$ cat config.mk
export PLATFORM = sky130hd
export DESIGN_NAME = frocmd_top
export DESIGN_NICKNAME = d
export VERILOG_FILES = /design/src/hw/frocmd_pkg.sv /design/src/hw/frocmd_otp.sv /design/src/hw/frocmd_top.sv
export SDC_FILE = /design/constraint.sdc
export NUM_CORES = 1
export LEC_CHECK = 0
export ABC_AREA = 1
export BUFFER_PORTS_ARGS = -buffer_cell sky130_fd_sc_hd__buf_4
export CAP_MARGIN = 15
export CORE_ASPECT_RATIO = 1.5
export CORE_MARGIN = 5
export CORE_UTILIZATION = 29
export DETAILED_ROUTE_END_ITERATION = 6
export GPL_TIMING_DRIVEN = 0
export PLACE_DENSITY_LB_ADDON = 0.08
export SLEW_MARGIN = 10
export SYNTH_ARGS = -nofsm -noshare
export SYNTH_HDL_FRONTEND = slang
export SYNTH_SLANG_ARGS = --single-unit
export TNS_END_PERCENT = 1
$ cat constraint.sdc
create_clock -name CLK -period 17.74 [get_ports CLK]
set_input_delay 5.322 -clock CLK [delete_from_list [all_inputs] [get_ports CLK]]
set_output_delay 5.322 -clock CLK [all_outputs]
set_load 0.01 [all_outputs]
$ cat src/hw/frocmd_pkg.sv
// Package of constants and types for the read-once command sequencer
package frocmd_pkg;

  // ==========================================================================
  // Register byte offsets
  localparam logic [7:0] STAT_OFS   = 8'h00;
  localparam logic [7:0] IDX_OFS    = 8'h04;
  localparam logic [7:0] DATA_OFS   = 8'h08;
  localparam logic [7:0] CMD_OFS    = 8'h0c;
  localparam logic [7:0] MODE_OFS   = 8'h10;
  localparam logic [7:0] ISTAT_OFS  = 8'h14;
  localparam logic [7:0] ICLR_OFS   = 8'h18;
  localparam logic [7:0] IEN_OFS    = 8'h1c;

  // ==========================================================================
  // Status register field positions
  localparam int CCF_BIT  = 7;
  localparam int ACC_BIT  = 5;
  localparam int PV_BIT   = 4;
  localparam int RE1_BIT  = 1;
  localparam int RE0_BIT  = 0;
  localparam int ISTAT_DONE_BIT = 0;
  localparam int ISTAT_ERR_BIT  = 1;

  // ==========================================================================
  // Command codes and index values
  localparam logic [7:0]  CMD_READ_ONCE = 8'h04;
  localparam logic [7:0]  CMD_LOAD_DATA = 8'h05;
  localparam logic [2:0]  IX_CMD        = 3'h0;
  localparam logic [2:0]  IX_PHRASE     = 3'h1;
  localparam logic [2:0]  IX_WORD0      = 3'h2;
  localparam logic [2:0]  IX_WORD3      = 3'h5;
  localparam logic [15:0] PHRASE_MAX    = 16'h0007;
  localparam int          FIELD_BYTES   = 64;
  localparam int          PHRASES       = 8;
  localparam int          WORDS_PER_PH  = 4;

  // ==========================================================================
  // Reset values and timing
  localparam logic        CCF_RST       = 1'b1;
  localparam logic [1:0]  MODE_RST      = 2'h0;
  localparam int          FETCH_CYCLES  = 4;

  // ==========================================================================
  // Types
  typedef enum logic [1:0] {
    FRO_IDLE  = 2'b00,
    FRO_FETCH = 2'b01,
    FRO_STORE = 2'b10
  } frocmd_state_e;

  typedef struct packed {
    logic       valid;
    logic [2:0] phrase;
  } frocmd_req_s;

  typedef struct packed {
    logic        done;
    logic [63:0] data;
    logic        err_any;
    logic        err_unc;
  } frocmd_rsp_s;

endpackage : frocmd_pkg

$ cat src/hw/frocmd_otp.sv
// One-time field store: 8 phrases of 64 bits with error-check reporting
`timescale 1ns/10ps
module frocmd_otp (
  input  wire logic               CLK,
  input  wire logic               SYS_RST,
  input  wire frocmd_pkg::frocmd_req_s req,
  input  wire logic [7:0]         err_inject,
  input  wire logic [7:0]         unc_inject,
  output      frocmd_pkg::frocmd_rsp_s rsp
);

  // ==========================================================================
  // Storage array; contents set by the program-once path, a fixed per-phrase pattern here
  logic [63:0] field_mem [frocmd_pkg::PHRASES];
  logic [2:0]  cnt_r;
  logic        busy_r;
  logic [2:0]  ph_r;

  // Fixed pattern {3+i, 2, 1, i} per phrase until programmed elsewhere
  always_comb begin
    for (int i = 0; i < frocmd_pkg::PHRASES; i++) begin
      field_mem[i] = {16'h0003 + 16'(i), 16'h0002, 16'h0001, 16'(i)};
    end
  end

  // Multi-cycle array access, the array is slow compared with the bus
  always_ff @(posedge CLK or posedge SYS_RST) begin
    if (SYS_RST) begin
      busy_r <= 1'b0;
      cnt_r  <= 3'h0;
      ph_r   <= 3'h0;
      rsp    <= '0;
    end else begin
      rsp.done <= 1'b0;
      if (req.valid && !busy_r) begin
        busy_r <= 1'b1;
        ph_r   <= req.phrase;
        cnt_r  <= 3'(frocmd_pkg::FETCH_CYCLES - 1);
      end else if (busy_r) begin
        if (cnt_r == 3'h0) begin
          busy_r      <= 1'b0;
          rsp.done    <= 1'b1;
          rsp.data    <= field_mem[ph_r];
          rsp.err_any <= err_inject[ph_r] | unc_inject[ph_r];
          rsp.err_unc <= unc_inject[ph_r];
        end else begin
          cnt_r <= cnt_r - 3'h1;
        end
      end
    end
  end

endmodule : frocmd_otp

$ cat src/hw/frocmd_top.sv
// Read-once command sequencer with register port and interrupt logic
//
// The implementer's own choices: the plain strobed port and the address map.
`timescale 1ns/10ps
module frocmd_top (
  input  wire logic        CLK,
  input  wire logic        SYS_RST,
  input  wire logic [7:0]  ADDR,
  input  wire logic [31:0] WDATA,
  input  wire logic        WR_STB,
  input  wire logic        RD_STB,
  output      logic [31:0] RDATA,
  input  wire logic [7:0]  ERR_INJECT,
  input  wire logic [7:0]  UNC_INJECT,
  input  wire logic        BLK0_RD,
  output      logic        BLK0_INVALID,
  output      logic        BUSY,
  output      logic        IRQ
);

  // ==========================================================================
  // State
  frocmd_pkg::frocmd_state_e state_r;
  frocmd_pkg::frocmd_req_s   req_r;
  frocmd_pkg::frocmd_rsp_s   rsp;
  logic [15:0] command_object_words [6];
  logic [2:0]  command_object_index_r;
  logic        command_complete_flag_r;
  logic        access_error_flag_r;
  logic        protection_violation_flag_r;
  logic        read_error_any_r;
  logic        read_error_uncorrectable_r;
  logic [1:0]  mode_r;
  logic        load_active_r;
  logic [1:0]  int_stat_r;
  logic [1:0]  int_en_r;
  logic        launch;
  logic        bad_launch;
  logic        set_done;
  logic        set_err;

  // Register hit decode shared by both strobes
  function automatic logic hit(input logic [7:0] a, input logic [7:0] ofs);
    hit = (a == ofs);
  endfunction : hit

  // ==========================================================================
  // Launch decode: write of one to the complete flag clears it
  assign launch = WR_STB && hit(ADDR, frocmd_pkg::STAT_OFS) && WDATA[frocmd_pkg::CCF_BIT]
                  && command_complete_flag_r
                  && command_object_words[frocmd_pkg::IX_CMD][7:0]
                     == frocmd_pkg::CMD_READ_ONCE;

  // Any launch-time fault blocks the array access
  assign bad_launch = (command_object_index_r != frocmd_pkg::IX_PHRASE)
                    || load_active_r
                    || (mode_r != frocmd_pkg::MODE_RST)
                    || (command_object_words[frocmd_pkg::IX_PHRASE]
                        > frocmd_pkg::PHRASE_MAX);

  assign set_done = (launch && bad_launch) || (state_r == frocmd_pkg::FRO_STORE);
  assign set_err  = launch && bad_launch;

  // ==========================================================================
  // Sequencer
  always_ff @(posedge CLK or posedge SYS_RST) begin
    if (SYS_RST) begin
      state_r <= frocmd_pkg::FRO_IDLE;
      req_r   <= '0;
    end else begin
      req_r.valid <= 1'b0;
      unique case (state_r)
        frocmd_pkg::FRO_IDLE: begin
          if (launch && !bad_launch) begin
            req_r.valid  <= 1'b1;
            req_r.phrase <= command_object_words[frocmd_pkg::IX_PHRASE][2:0];
            state_r      <= frocmd_pkg::FRO_FETCH;
          end
        end
        frocmd_pkg::FRO_FETCH: begin
          if (rsp.done) begin
            state_r <= frocmd_pkg::FRO_STORE;
          end
        end
        frocmd_pkg::FRO_STORE: begin
          state_r <= frocmd_pkg::FRO_IDLE;
        end
        default: begin
          state_r <= frocmd_pkg::FRO_IDLE;
        end
      endcase
    end
  end

  // ==========================================================================
  // Array model
  frocmd_otp u_otp (
    .CLK        (CLK),
    .SYS_RST    (SYS_RST),
    .req        (req_r),
    .err_inject (ERR_INJECT),
    .unc_inject (UNC_INJECT),
    .rsp        (rsp)
  );

  // ==========================================================================
  // Command complete flag: clear launches, set on finish or refusal
  always_ff @(posedge CLK or posedge SYS_RST) begin
    if (SYS_RST) begin
      command_complete_flag_r <= frocmd_pkg::CCF_RST;
    end else if (set_done) begin
      command_complete_flag_r <= 1'b1;
    end else if (launch) begin
      command_complete_flag_r <= 1'b0;
    end
  end

  // Error flags: set wins over a same-cycle write-one clear
  always_ff @(posedge CLK or posedge SYS_RST) begin
    if (SYS_RST) begin
      access_error_flag_r         <= 1'b0;
      protection_violation_flag_r <= 1'b0;
      read_error_any_r            <= 1'b0;
      read_error_uncorrectable_r  <= 1'b0;
    end else begin
      if (launch) begin
        read_error_any_r           <= 1'b0;
        read_error_uncorrectable_r <= 1'b0;
      end else if (state_r == frocmd_pkg::FRO_FETCH && rsp.done) begin
        read_error_any_r           <= rsp.err_any;
        read_error_uncorrectable_r <= rsp.err_unc;
      end
      if (set_err) begin
        access_error_flag_r <= 1'b1;
      end else if (WR_STB && hit(ADDR, frocmd_pkg::STAT_OFS) && WDATA[frocmd_pkg::ACC_BIT]) begin
        access_error_flag_r <= 1'b0;
      end
      if (WR_STB && hit(ADDR, frocmd_pkg::STAT_OFS) && WDATA[frocmd_pkg::PV_BIT]) begin
        protection_violation_flag_r <= 1'b0; // Never set by this command
      end
    end
  end

  // ==========================================================================
  // Index and data words; locked while a command is running
  always_ff @(posedge CLK or posedge SYS_RST) begin
    if (SYS_RST) begin
      command_object_index_r <= 3'h0;
      for (int i = 0; i < 6; i++) begin
        command_object_words[i] <= 16'h0000;
      end
    end else if (state_r == frocmd_pkg::FRO_FETCH && rsp.done) begin
      for (int w = 0; w < frocmd_pkg::WORDS_PER_PH; w++) begin
        command_object_words[int'(frocmd_pkg::IX_WORD0) + w]
          <= rsp.data[63 - 16*w -: 16];
      end
    end else if (WR_STB && command_complete_flag_r) begin
      if (hit(ADDR, frocmd_pkg::IDX_OFS)) begin
        command_object_index_r <= WDATA[2:0];
      end
      if (hit(ADDR, frocmd_pkg::DATA_OFS) && command_object_index_r <= frocmd_pkg::IX_WORD3) begin
        command_object_words[command_object_index_r] <= WDATA[15:0];
      end
    end
  end

  // Load-data-field sequence stays open until another code is written to the command register
  always_ff @(posedge CLK or posedge SYS_RST) begin
    if (SYS_RST) begin
      load_active_r <= 1'b0;
    end else if (WR_STB && hit(ADDR, frocmd_pkg::CMD_OFS)) begin
      load_active_r <= (WDATA[7:0] == frocmd_pkg::CMD_LOAD_DATA);
    end
  end

  // Operating mode selector; nonzero modes forbid the command
  always_ff @(posedge CLK or posedge SYS_RST) begin
    if (SYS_RST) begin
      mode_r <= frocmd_pkg::MODE_RST;
    end else if (WR_STB && hit(ADDR, frocmd_pkg::MODE_OFS)) begin
      mode_r <= WDATA[1:0];
    end
  end

  // ==========================================================================
  // Interrupt status, clear and enable
  always_ff @(posedge CLK or posedge SYS_RST) begin
    if (SYS_RST) begin
      int_stat_r <= 2'h0;
      int_en_r   <= 2'h0;
      IRQ        <= 1'b0;
    end else begin
      for (int b = 0; b < 2; b++) begin
        if ((b == frocmd_pkg::ISTAT_DONE_BIT && set_done) ||
            (b == frocmd_pkg::ISTAT_ERR_BIT && set_err)) begin
          int_stat_r[b] <= 1'b1; // Set wins over clear
        end else if (WR_STB && hit(ADDR, frocmd_pkg::ICLR_OFS) && WDATA[b]) begin
          int_stat_r[b] <= 1'b0;
        end
      end
      if (WR_STB && hit(ADDR, frocmd_pkg::IEN_OFS)) begin
        int_en_r <= WDATA[1:0];
      end
      IRQ <= |(int_stat_r & int_en_r);
    end
  end

  // ==========================================================================
  // Status outputs and block 0 read guard
  always_ff @(posedge CLK or posedge SYS_RST) begin
    if (SYS_RST) begin
      BUSY         <= 1'b0;
      BLK0_INVALID <= 1'b0;
    end else begin
      BUSY         <= (state_r != frocmd_pkg::FRO_IDLE) || (launch && !bad_launch);
      BLK0_INVALID <= BLK0_RD && (state_r != frocmd_pkg::FRO_IDLE);
    end
  end

  // ==========================================================================
  // Read port, one cycle latency; unmapped reads give zero
  always_ff @(posedge CLK or posedge SYS_RST) begin
    if (SYS_RST) begin
      RDATA <= 32'h0000_0000;
    end else if (RD_STB) begin
      RDATA <= 32'h0000_0000;
      if (hit(ADDR, frocmd_pkg::STAT_OFS)) begin
        RDATA[frocmd_pkg::CCF_BIT] <= command_complete_flag_r;
        RDATA[frocmd_pkg::ACC_BIT] <= access_error_flag_r;
        RDATA[frocmd_pkg::PV_BIT]  <= protection_violation_flag_r;
        RDATA[frocmd_pkg::RE1_BIT] <= read_error_any_r;
        RDATA[frocmd_pkg::RE0_BIT] <= read_error_uncorrectable_r;
      end else if (hit(ADDR, frocmd_pkg::IDX_OFS)) begin
        RDATA[2:0] <= command_object_index_r;
      end else if (hit(ADDR, frocmd_pkg::DATA_OFS)) begin
        if (command_object_index_r <= frocmd_pkg::IX_WORD3) begin
          RDATA[15:0] <= command_object_words[command_object_index_r];
        end
      end else if (hit(ADDR, frocmd_pkg::MODE_OFS)) begin
        RDATA[1:0] <= mode_r;
      end else if (hit(ADDR, frocmd_pkg::ISTAT_OFS)) begin
        RDATA[1:0] <= int_stat_r;
      end else if (hit(ADDR, frocmd_pkg::IEN_OFS)) begin
        RDATA[1:0] <= int_en_r;
      end
    end else begin
      RDATA <= 32'h0000_0000;
    end
  end

endmodule : frocmd_top

## Yosys cells after proc, flatten, opt, wreduce, memory -nomap -nowiden

Memories as Yosys holds them, arrays and structs flattened.
Cells that the tools add are included.

| operators by class | value |
|---|---|
| $lt $le $gt $ge | 6 |
| multiplexer cells | 56 |
| add/sub/neg operators | 1 |
| reductions and logical operators | 47 |
| eq/ne operators | 15 |
| bitwise gates (word level) | 6 |

Operator list:

| operator | count |
|---|---|
| $mux W64 | 5 |
| $mux W67 | 3 |
| $bwmux W96 | 1 |
| $mux W16 | 5 |
| $bmux W16 S3 | 1 |
| $demux W16 S3 | 1 |
| $eq A8 B5 Y1 const B | 4 |
| $eq A8 B3 Y1 const B | 3 |
| $reduce_bool A2 Y1 | 10 |
| $logic_and A1 B1 Y1 | 19 |
| $mux W1 | 19 |
| $mux W2 | 9 |
| $eq A8 B4 Y1 const B | 2 |
| $gt A16 B3 Y1 const B | 1 |
| $mux W14 | 1 |
| $mux W13 | 1 |
| $mux W3 | 4 |
| $reduce_and A3 Y1 | 3 |
| $ge A4 B4 Y1 const B | 2 |
| $logic_not A8 Y1 | 1 |
| $mux W4 | 2 |
| $mux W8 | 1 |
| $not A3 Y4 | 2 |
| $reduce_and A2 Y1 | 4 |
| other kinds (19) | 27 |

| storage, ports and cells | value |
|---|---|
| bits of input ports | 61 |
| logic and storage cells | 162 |
| memories kept | 1 |
| output and inout bits | 35 |
| memory bits (read-only) | 512 |
| register bits after elaboration | 225 |

Memories:

| memory | depth | bits a word | read ports | clocked after memory_dff | write ports | line | RTL |
|---|---|---|---|---|---|---|---|
| (no name shown) | 8 | 64 | 1 | 0 | 0 | frocmd_otp.sv:43 | `rsp.data <= field_mem[ph_r];` |

## Depth between registers and ports, before layout

Gate-level depths: netlist (run 1).

| logic depth | value |
|---|---|
| depth in word-level cells | 9 |
| depth in mapped cells | 13 |
| gate-level depth less buffers | 11 |

## Cells and area by module

A second synthesis (run 1) with hierarchy kept.

| unflattened totals | value |
|---|---|
| cells, all modules | 1070 |
| area, all modules | 8464.4 um2 |

Modules (own cells, without submodules):

| module | area each (um2) | cells each | seq. area each (um2) | times used |
|---|---|---|---|---|
| frocmd_top | 7140.6 | 905 | 3379.5 | 1 |
| frocmd_otp | 1323.8 | 165 | 450.4 | 1 |

## Worst setup path before layout (run 1)

OpenSTA, ideal clock, no wires.

| timing path | value |
|---|---|
| kind | input to register |
| start | input port ADDR[1] |
| end | register command_object_words[52] (netlist bit) |
| cell stages on the path | 8 |
| required time | 17.605 ns |
| path slack | 11.099 ns |
| library setup time | 0.135 ns |
| arrival | 6.505 ns |
| buffers on the path | 2 |
| cell sequence | nor2_1 -> nand2_1 -> nor3b_4 -> nand3_1 -> buf_2 -> buf_2 -> nand3_1 -> o21ai_0 |

| between the ends | value |
|---|---|
| word-level cells in the longest chain between the ends | 4 |

RTL lines:

| item | line | RTL |
|---|---|---|
| from (decl) | frocmd_top.sv:8 | `input wire logic [7:0] ADDR,` |
| $eq A8 B4 Y1 | frocmd_top.sv:44 | `hit = (a == ofs);` |
| $logic_and A1 B1 Y1 | frocmd_top.sv:161 | `if (hit(ADDR, frocmd_pkg::DATA_OFS) && command_object_index_r <= frocmd_pkg::IX_WORD3) begin` |
| $reduce_bool A2 Y1 (no source line) | n/a |  |
| $reduce_and A2 Y1 (no source line) | n/a |  |
| to (signal, indexed assignment) | frocmd_top.sv:162 | `command_object_words[command_object_index_r] <= WDATA[15:0];` |
| to (decl) | frocmd_top.sv:26 | `logic [15:0] command_object_words [6];` |

Every way passes these cells.
A chain may end at the register's enable or synchronous reset.

## Final worst setup path (run 1)

| timing path | value |
|---|---|
| start | input port ADDR[1] |
| end | register RDATA[7] |

| between the ends | value |
|---|---|
| word-level cells in the longest chain between the ends | 5 |
| elaborated cells on any way between the ends | 7 |
| those cells by class | eq/ne (2); mux (4); reduce/logical (1) |

RTL lines:

| item | line | RTL |
|---|---|---|
| $eq A8 B4 Y1 | frocmd_top.sv:44 |  |
| $mux W14 | frocmd_top.sv:235 | `end else if (hit(ADDR, frocmd_pkg::DATA_OFS)) begin` |
| $mux W13 | frocmd_top.sv:233 | `end else if (hit(ADDR, frocmd_pkg::IDX_OFS)) begin` |
| $mux W1 * | frocmd_top.sv:227 | `if (hit(ADDR, frocmd_pkg::STAT_OFS)) begin` |
| $mux W16 * | frocmd_top.sv:225 | `end else if (RD_STB) begin` |
| to (signal, indexed assignment) | frocmd_top.sv:228 | `RDATA[frocmd_pkg::CCF_BIT] <= command_complete_flag_r;` |
| to (signal, indexed assignment) | frocmd_top.sv:229 | `RDATA[frocmd_pkg::ACC_BIT] <= access_error_flag_r;` |
| to (signal assigned) | frocmd_top.sv:237 | `RDATA[15:0] <= command_object_words[command_object_index_r];` |
| to (decl) | frocmd_top.sv:12 | `output logic [31:0] RDATA,` |

Mark *: on every way between the ends. The rest lies on a longest branch, timed or not.

==> flow_summary_export.csv, run 1 <==
group,metric,value,unit
cts,cts_tree,"done",
placement,gp_congestion,0.867,
yosys,synthTopCellsByCount,"232 x nand2_1, 152 x dfrtp_1, 126 x o21ai_0",
timing,fin_crit_sh,0.401,
global_route,track_usage,0.180,
final_layout,drive_gt1_frac,0.133,
timing,fin_skew,0.00924,ns
timing,fin_tns_setup,0,ns
timing,hold_violations,0,
timing,worstMarginPinSlew,0.762,ns
yosys,async_reset_ff_frac,1.00,
yosys,synth_flop_cell,"dfrtp_1",
final_layout,area_delta_synth_final,21.9,%
yosys,synth_area,0.00716,mm^2
timing,setup_ws,10.62,ns
critical_path,cp.arrival,7.48,ns
flow_run,maxCapViolCount,0,
yosys,yosys.area_share.adder,0.00524,
placement,port_buffers,63,
cts,cts_buffer_depth,2,
cts,htreeDepth,4,
final_layout,final_nets,1043,
cts,clock-sinks,153,
final_layout,n_antenna_cell,0,
final_layout,num-fill-cells,2661,
yosys,synth_compound_area_frac,0.131,
detailed_routing,drtPass1Iterations,7,
timing,slew_headroom,0.492,
final_layout,seq_area,0.00383,mm^2
yosys,yosys.area_share.simple,0.242,
floorplan,initial_core_util,0.294,
critical_path,max_stage_delay,0.52,ns
outcome,status,"completed",
yosys,ys_warn_count,0,
critical_path,critPathMaxFanout,10,
cts,postCtsSetupBuffers,0,
placement,place_hpwl,18.0,mm
timing,setup-violations-final,0,
critical_path,cp_cell_sequence,"buf_4 -> nor2_1 -> nand2_1 -> nor3b_4 -> nand2_1 -> inv_1 -> o21ai_0 -> nand2_1",
critical_path,worst_setup_path_end_kind,"register",
yosys,synth_seq_area_share,0.535,
timing,max_freq,141,MHz
yosys,muxShareOfSynthArea,0,
detailed_routing,via_count,6337,
yosys,yosysTopAreaCell,"dfrtp_1",
detailed_routing,vias_per_cell,4.82,
yosys,synth_top_family_by_area,"simple AND/OR/NAND/NOR gates",
detailed_routing,drt_iter0_drc,347,
cts,hold_buffers,0,
floorplan,num_io_pins,96,
placement,dpl_worst_slack,10.13,ns
min_path,min_path_type,"reg2reg",
detailed_routing,drc,0,
cts,clkTransAtPathRegs,0.06,ns
detailed_routing,wire_per_inst,18.8,um
timing,rsz0062_at_grt,"false",
critical_path,cp_top_family,"simple AND/OR/NAND/NOR gates",
cts,cts_root_buffer,"clkbuf_16",
yosys,postSynthAreaPerCell,8.13,um^2
final_layout,multi_input_area,0.00277,mm^2
pwr,irDropWorstVdd,71.7,uV
floorplan,die_height,202,um
critical_path,cp-start-kind,"input port",
pwr,p_per_area,89.3,mW/mm^2
yosys,synth.most_common_cell,"nand2_1",
critical_path,crit_type,"in2reg",
detailed_routing,antenna_left,0,
cts,insertion_delay,0.43,ns
global_route,grt_pass1_vias,6479,
global_route,grt_max_degree,100,
timing,hold_ws,0.461,ns
critical_path,slowest_stage,"nor3b_4",
cts,cts_resized,0,
final_layout,finalCoreUtilization,0.358,
yosys,netlist_instances,881,
floorplan,rows,70,
yosys,synth_edf_count,0,
critical_path,cp.required,18.10,ns
global_route,antenna_found_initial,0,
cts,cts_made_buffers,17,
timing,fin_crit,7.12,ns
critical_path,worst_path_most_repeated_cell,"nand2_1",
floorplan,fp.dieW,138,um
pwr,cellLeakagePower,4.35,nW
floorplan,core_area,0.0243,mm^2
detailed_routing,finalWirelength,24.8,mm
global_route,grt_pass1_wl,38.5,mm
yosys,synth_xor_xnor_area_share,0,
timing,slew_viol_final,0,
yosys,synth-seq-cells,153,
yosys,synth.distinct_cells,32,
global_route,gr-total-overflow,0,
critical_path,path_buf_inv,2,
floorplan,die_area,0.0280,mm^2
yosys,synth_top_cells_by_area,"dfrtp_1 53%, nand2_1 12%, o21ai_0 8.8%",
yosys,yosysTopAreaCellShare,0.531,
## per-stage QoR
step | area [um^2] | power [mW] | cells
after floorplan | 7220 | 0.387 | 896
after global routing | 8730 | 0.807 | 1316
after CTS | 8730 | 0.788 | 1316
final | 8730 | 0.779 | 1316
after detailed placement | 8130 | 0.412 | 1284
after global placement | 8100 | 0.411 | 1283
## final timing paths
kind	to	slack, ns	start	cells past startpoint
hold reg to reg	state_r[0]	0.46	u_otp.rsp[66]	1
min in group asynchronous	command_object_words[75]	4.89	SYS_RST	2
hold / removal	state_r[0]	0.46	u_otp.rsp[66]	1
setup / recovery	RDATA[7]	10.62	ADDR[1]	8
setup reg to reg	RDATA[5]	15.24	command_object_index_r[0]	8
max in group asynchronous	u_otp.rsp[4]	11.98	SYS_RST	3
## where the power goes
group / internal [mW] / switching (mW)
combinational: 0.0168 / 0.0331
clock: 0.224 / 0.151
sequential: 0.352 / 0.00205
total: 0.593 / 0.186
## logic make-up (layout without fill, tap and decap cells)
group | Yosys count | in the layout
buf+inv | 143 | 239
simple gates | 408 | 408
fa+ha+maj | 3 | 3
other cells | 1 | 16
compound gates | 173 | 173
flops | 153 | 153
## cell type report
type                    instances  area share
flip-flops and latches        153       0.439
multi-input cells             600       0.317
repair buffers                 64      0.0573
clock buffers                  19      0.0507
well taps                     324      0.0464
inverters                      87      0.0383
plain buffers                  56      0.0335
clock inverters                13      0.0175
## flip-flops by register name (all words and copies together), names as in the netlist
name	cells
access_error_flag_r	1
state_r	2
read_error_any_r	1
mode_r	2
command_object_words	96
RDATA	16
read_error_uncorrectable_r	1
int_en_r	2
BUSY	1
int_stat_r	2
command_object_index_r	3
u_otp.rsp	11
u_otp.cnt_r	3
IRQ	1
BLK0_INVALID	1
u_otp.busy_r	1
req_r	4
u_otp.ph_r	3
load_active_r	1
command_complete_flag_r	1
## cell usage in the layout, fill, tap and decap left out, types with 10 or more instances in the layout
cell and count:
nand2_1 232, buf_2 12, buf_4 81, a22oi_1 11, dfrtp_1 152, nand4_1 10, inv_1 83, a21oi_1 15
nand3_1 105, nor2_1 51, clkbuf_1 22, clkbuf_16 17, o21ai_0 126, conb_1 16
## worst reg2reg max path: stages (launching register included)
cell      delay [ns]
dfrtp_1         0.32
buf_2           0.20
inv_1           0.18
nor3_2          0.59
clkbuf_1        0.59
a22oi_1         0.21
nand3b_1        0.15
nand2_1         0.09
nand2_1         0.11
## routing by layer
layer	part of all wire	up-vias	GRT usage
li1	-	3052	-
met1	0.40	3078	0.208
met2	0.53	155	0.322
met3	0.034	52	0.0295
met4	0.041	0	0.0879
met5	0	-	0
No activity file was read; power rests on OpenSTA's default activity.
==> run 2: changes to the inputs <==
ABC_AREA = 0   (was 1)
clock period = 5.9 ns   (was 17.74 ns; I/O delays follow)
==> flow_summary_export.csv, run 2 <==
group,metric,value,unit
outcome,status,"completed",
final_layout,num-fill-cells,2557,
critical_path,cp.arrival,3.67,ns
global_route,antenna_found_initial,0,
timing,fin_crit,3.39,ns
cts,clkTransAtPathRegs,0.06,ns
global_route,grt_pass1_wl,35.2,mm
detailed_routing,finalWirelength,23.4,mm
final_layout,multi_input_area,0.00330,mm^2
critical_path,crit_type,"in2reg",
final_layout,drive_gt1_frac,0.279,
yosys,synth.most_common_cell,"dfrtp_1",
global_route,track_usage,0.164,
global_route,gr-total-overflow,0,
floorplan,rows,71,
detailed_routing,antenna_left,0,
critical_path,critPathMaxFanout,10,
yosys,netlist_instances,630,
critical_path,cp-start-kind,"input port",
floorplan,die_height,206,um
placement,dp_cells,1037,
critical_path,cp.required,6.18,ns
timing,rsz0062_at_grt,"false",
critical_path,worst_setup_path_end_kind,"register",
yosys,postSynthAreaPerCell,11.8,um^2
timing,fin_skew,0.00906,ns
timing,hold_violations,0,
yosys,synth_edf_count,0,
floorplan,fp.dieW,141,um
flow_run,maxCapViolCount,0,
yosys,synth_area,0.00744,mm^2
floorplan,core_area,0.0252,mm^2
placement,gp_congestion,0.808,
cts,hold_buffers,0,
yosys,synth_flop_cell,"dfrtp_1",
timing,slew_viol_final,0,
global_route,grt_max_degree,83,
final_layout,finalCoreUtilization,0.358,
cts,htreeDepth,4,
min_path,min_path_type,"reg2reg",
cts,cts_resized,0,
timing,hold_ws,0.484,ns
detailed_routing,drt_iter0_drc,430,
detailed_routing,via_count,5269,
cts,clock-sinks,153,
final_layout,area_delta_synth_final,21.5,%
final_layout,seq_area,0.00383,mm^2
pwr,irDropWorstVdd,202,uV
yosys,synth_top_cells_by_area,"dfrtp_1 51%, mux2i_1 11%, mux2_2 6.7%",
final_layout,layout_common_cells,"152 x dfrtp_1, 84 x mux2i_1, 83 x buf_4",
final_layout,top_regs,"command_object_words x96, RDATA x16, u_otp.rsp x11",
critical_path,reg2reg_from,"command_object_index_r[0]",
timing,fin_crit_sh,0.575,
cts,cts_made_buffers,17,
critical_path,max_stage_delay,0.56,ns
final_layout,final_common_cell,"dfrtp_1",
cts,cts_tree,"done",
pwr,p_per_area,264,mW/mm^2
detailed_routing,wire_per_inst,21.9,um
final_layout,top_register,"command_object_words",
detailed_routing,drtPass1Iterations,5,
timing,fin_tns_setup,0,ns
placement,dpl_worst_slack,2.00,ns
placement,place_hpwl,16.9,mm
critical_path,cp_cell_sequence,"buf_4 -> nor4_4 -> nand4_2 -> buf_2 -> mux2i_1 -> nor2_1",
global_route,grt_pass1_vias,5704,
min_path,min-delay-start,"u_otp.rsp[3]",
final_layout,largest_reg_flops,96,
final_layout,n_antenna_cell,0,
cts,cts_root_buffer,"clkbuf_16",
cts,cts_buffer_depth,2,
timing,worstMarginPinSlew,0.981,ns
yosys,yosysTopAreaCell,"dfrtp_1",
final_layout,final_nets,792,
floorplan,initial_core_util,0.295,
detailed_routing,vias_per_cell,4.93,
critical_path,slowest_stage,"nor4_4",
timing,max_freq,295,MHz
floorplan,die_area,0.0290,mm^2
floorplan,num_io_pins,96,
yosys,synth.distinct_cells,68,
cts,insertion_delay,0.43,ns
yosys,synth-seq-cells,153,
yosys,yosysTopAreaCellShare,0.511,
yosys,synth_seq_area_share,0.515,
cts,postCtsSetupBuffers,0,
pwr,cellLeakagePower,4.37,nW
yosys,ys_warn_count,0,
final_layout,instances_no_fill,1069,
timing,setup-violations-final,0,
timing,setup_ws,2.51,ns
timing,slew_headroom,0.345,
critical_path,setup.worst_path.start,"ADDR[7]",
placement,port_buffers,63,
yosys,synthTopCellsByCount,"152 x dfrtp_1, 84 x mux2i_1, 82 x nor2_1",
yosys,async_reset_ff_frac,1.00,
detailed_routing,drc,0,
## run 2: cell type report
cell class | instances | area share
Multi-Input combinational cell | 428 | 0.365
Timing Repair Buffer | 64 | 0.0554
Clock buffer | 20 | 0.0505
Inverter | 11 | 0.00540
Buffer | 53 | 0.0364
Clock inverter | 12 | 0.0183
Sequential cell | 153 | 0.424
Tap cell | 328 | 0.0454
## run 2: worst paths after layout
path                                       endpoint  slack (ns)  cells past startpoint
min reg2reg                            u_otp.rsp[3]        0.48                      2
max reg2reg                command_object_words[25]        3.15                      6
max in group asynchronous   command_complete_flag_r        3.67                      3
min                                    u_otp.rsp[3]        0.48                      2
max                         command_object_words[9]        2.51                      6
min in group asynchronous             u_otp.rsp[52]        1.39                      2
## run 2: power by group
part / leakage (nW) / switching, mW / internal, mW
Clock: 0.294 / 0.468 / 0.694
Sequential: 2.05 / 0.00677 / 1.06
Combinational: 2.03 / 0.0992 / 0.0626
## run 2: per-layer routing
| metal | track usage | wire, um |
|---|---|---|
| met1 | 0.191 | 9260 |
| met2 | 0.297 | 12600 |
| met3 | 0.0285 | 850 |
| met4 | 0.0696 | 682 |
| met5 | 0 | 0 |
## run 2: logic make-up (layout without fill, tap and decap cells)
group           Yosys count  count (layout)  synth area share
compound gates           78              78            0.0705
buf+inv                  64             160            0.0498
mux                     150             150             0.231
fa+ha+maj                 3               3           0.00505
flops                   153             153             0.515
simple gates            180             180             0.128
xor+xnor                  1               1           0.00118
other cells               1              16          0.000504
## run 2: stage by stage
stage               cell area (um^2)  power, mW
floorplan                       7500       1.17
global placement                8380       1.24
detailed placement              8420       1.25
CTS                             9040       2.42
global route                    9040       2.47
finish                          9040       2.39
## run 2: critical path, delay by kind of cell
family,cells,cell delay (ns)
and+or+nand+nor,3,1.13
buffers and inverters,2,0.56
muxes,1,0.20
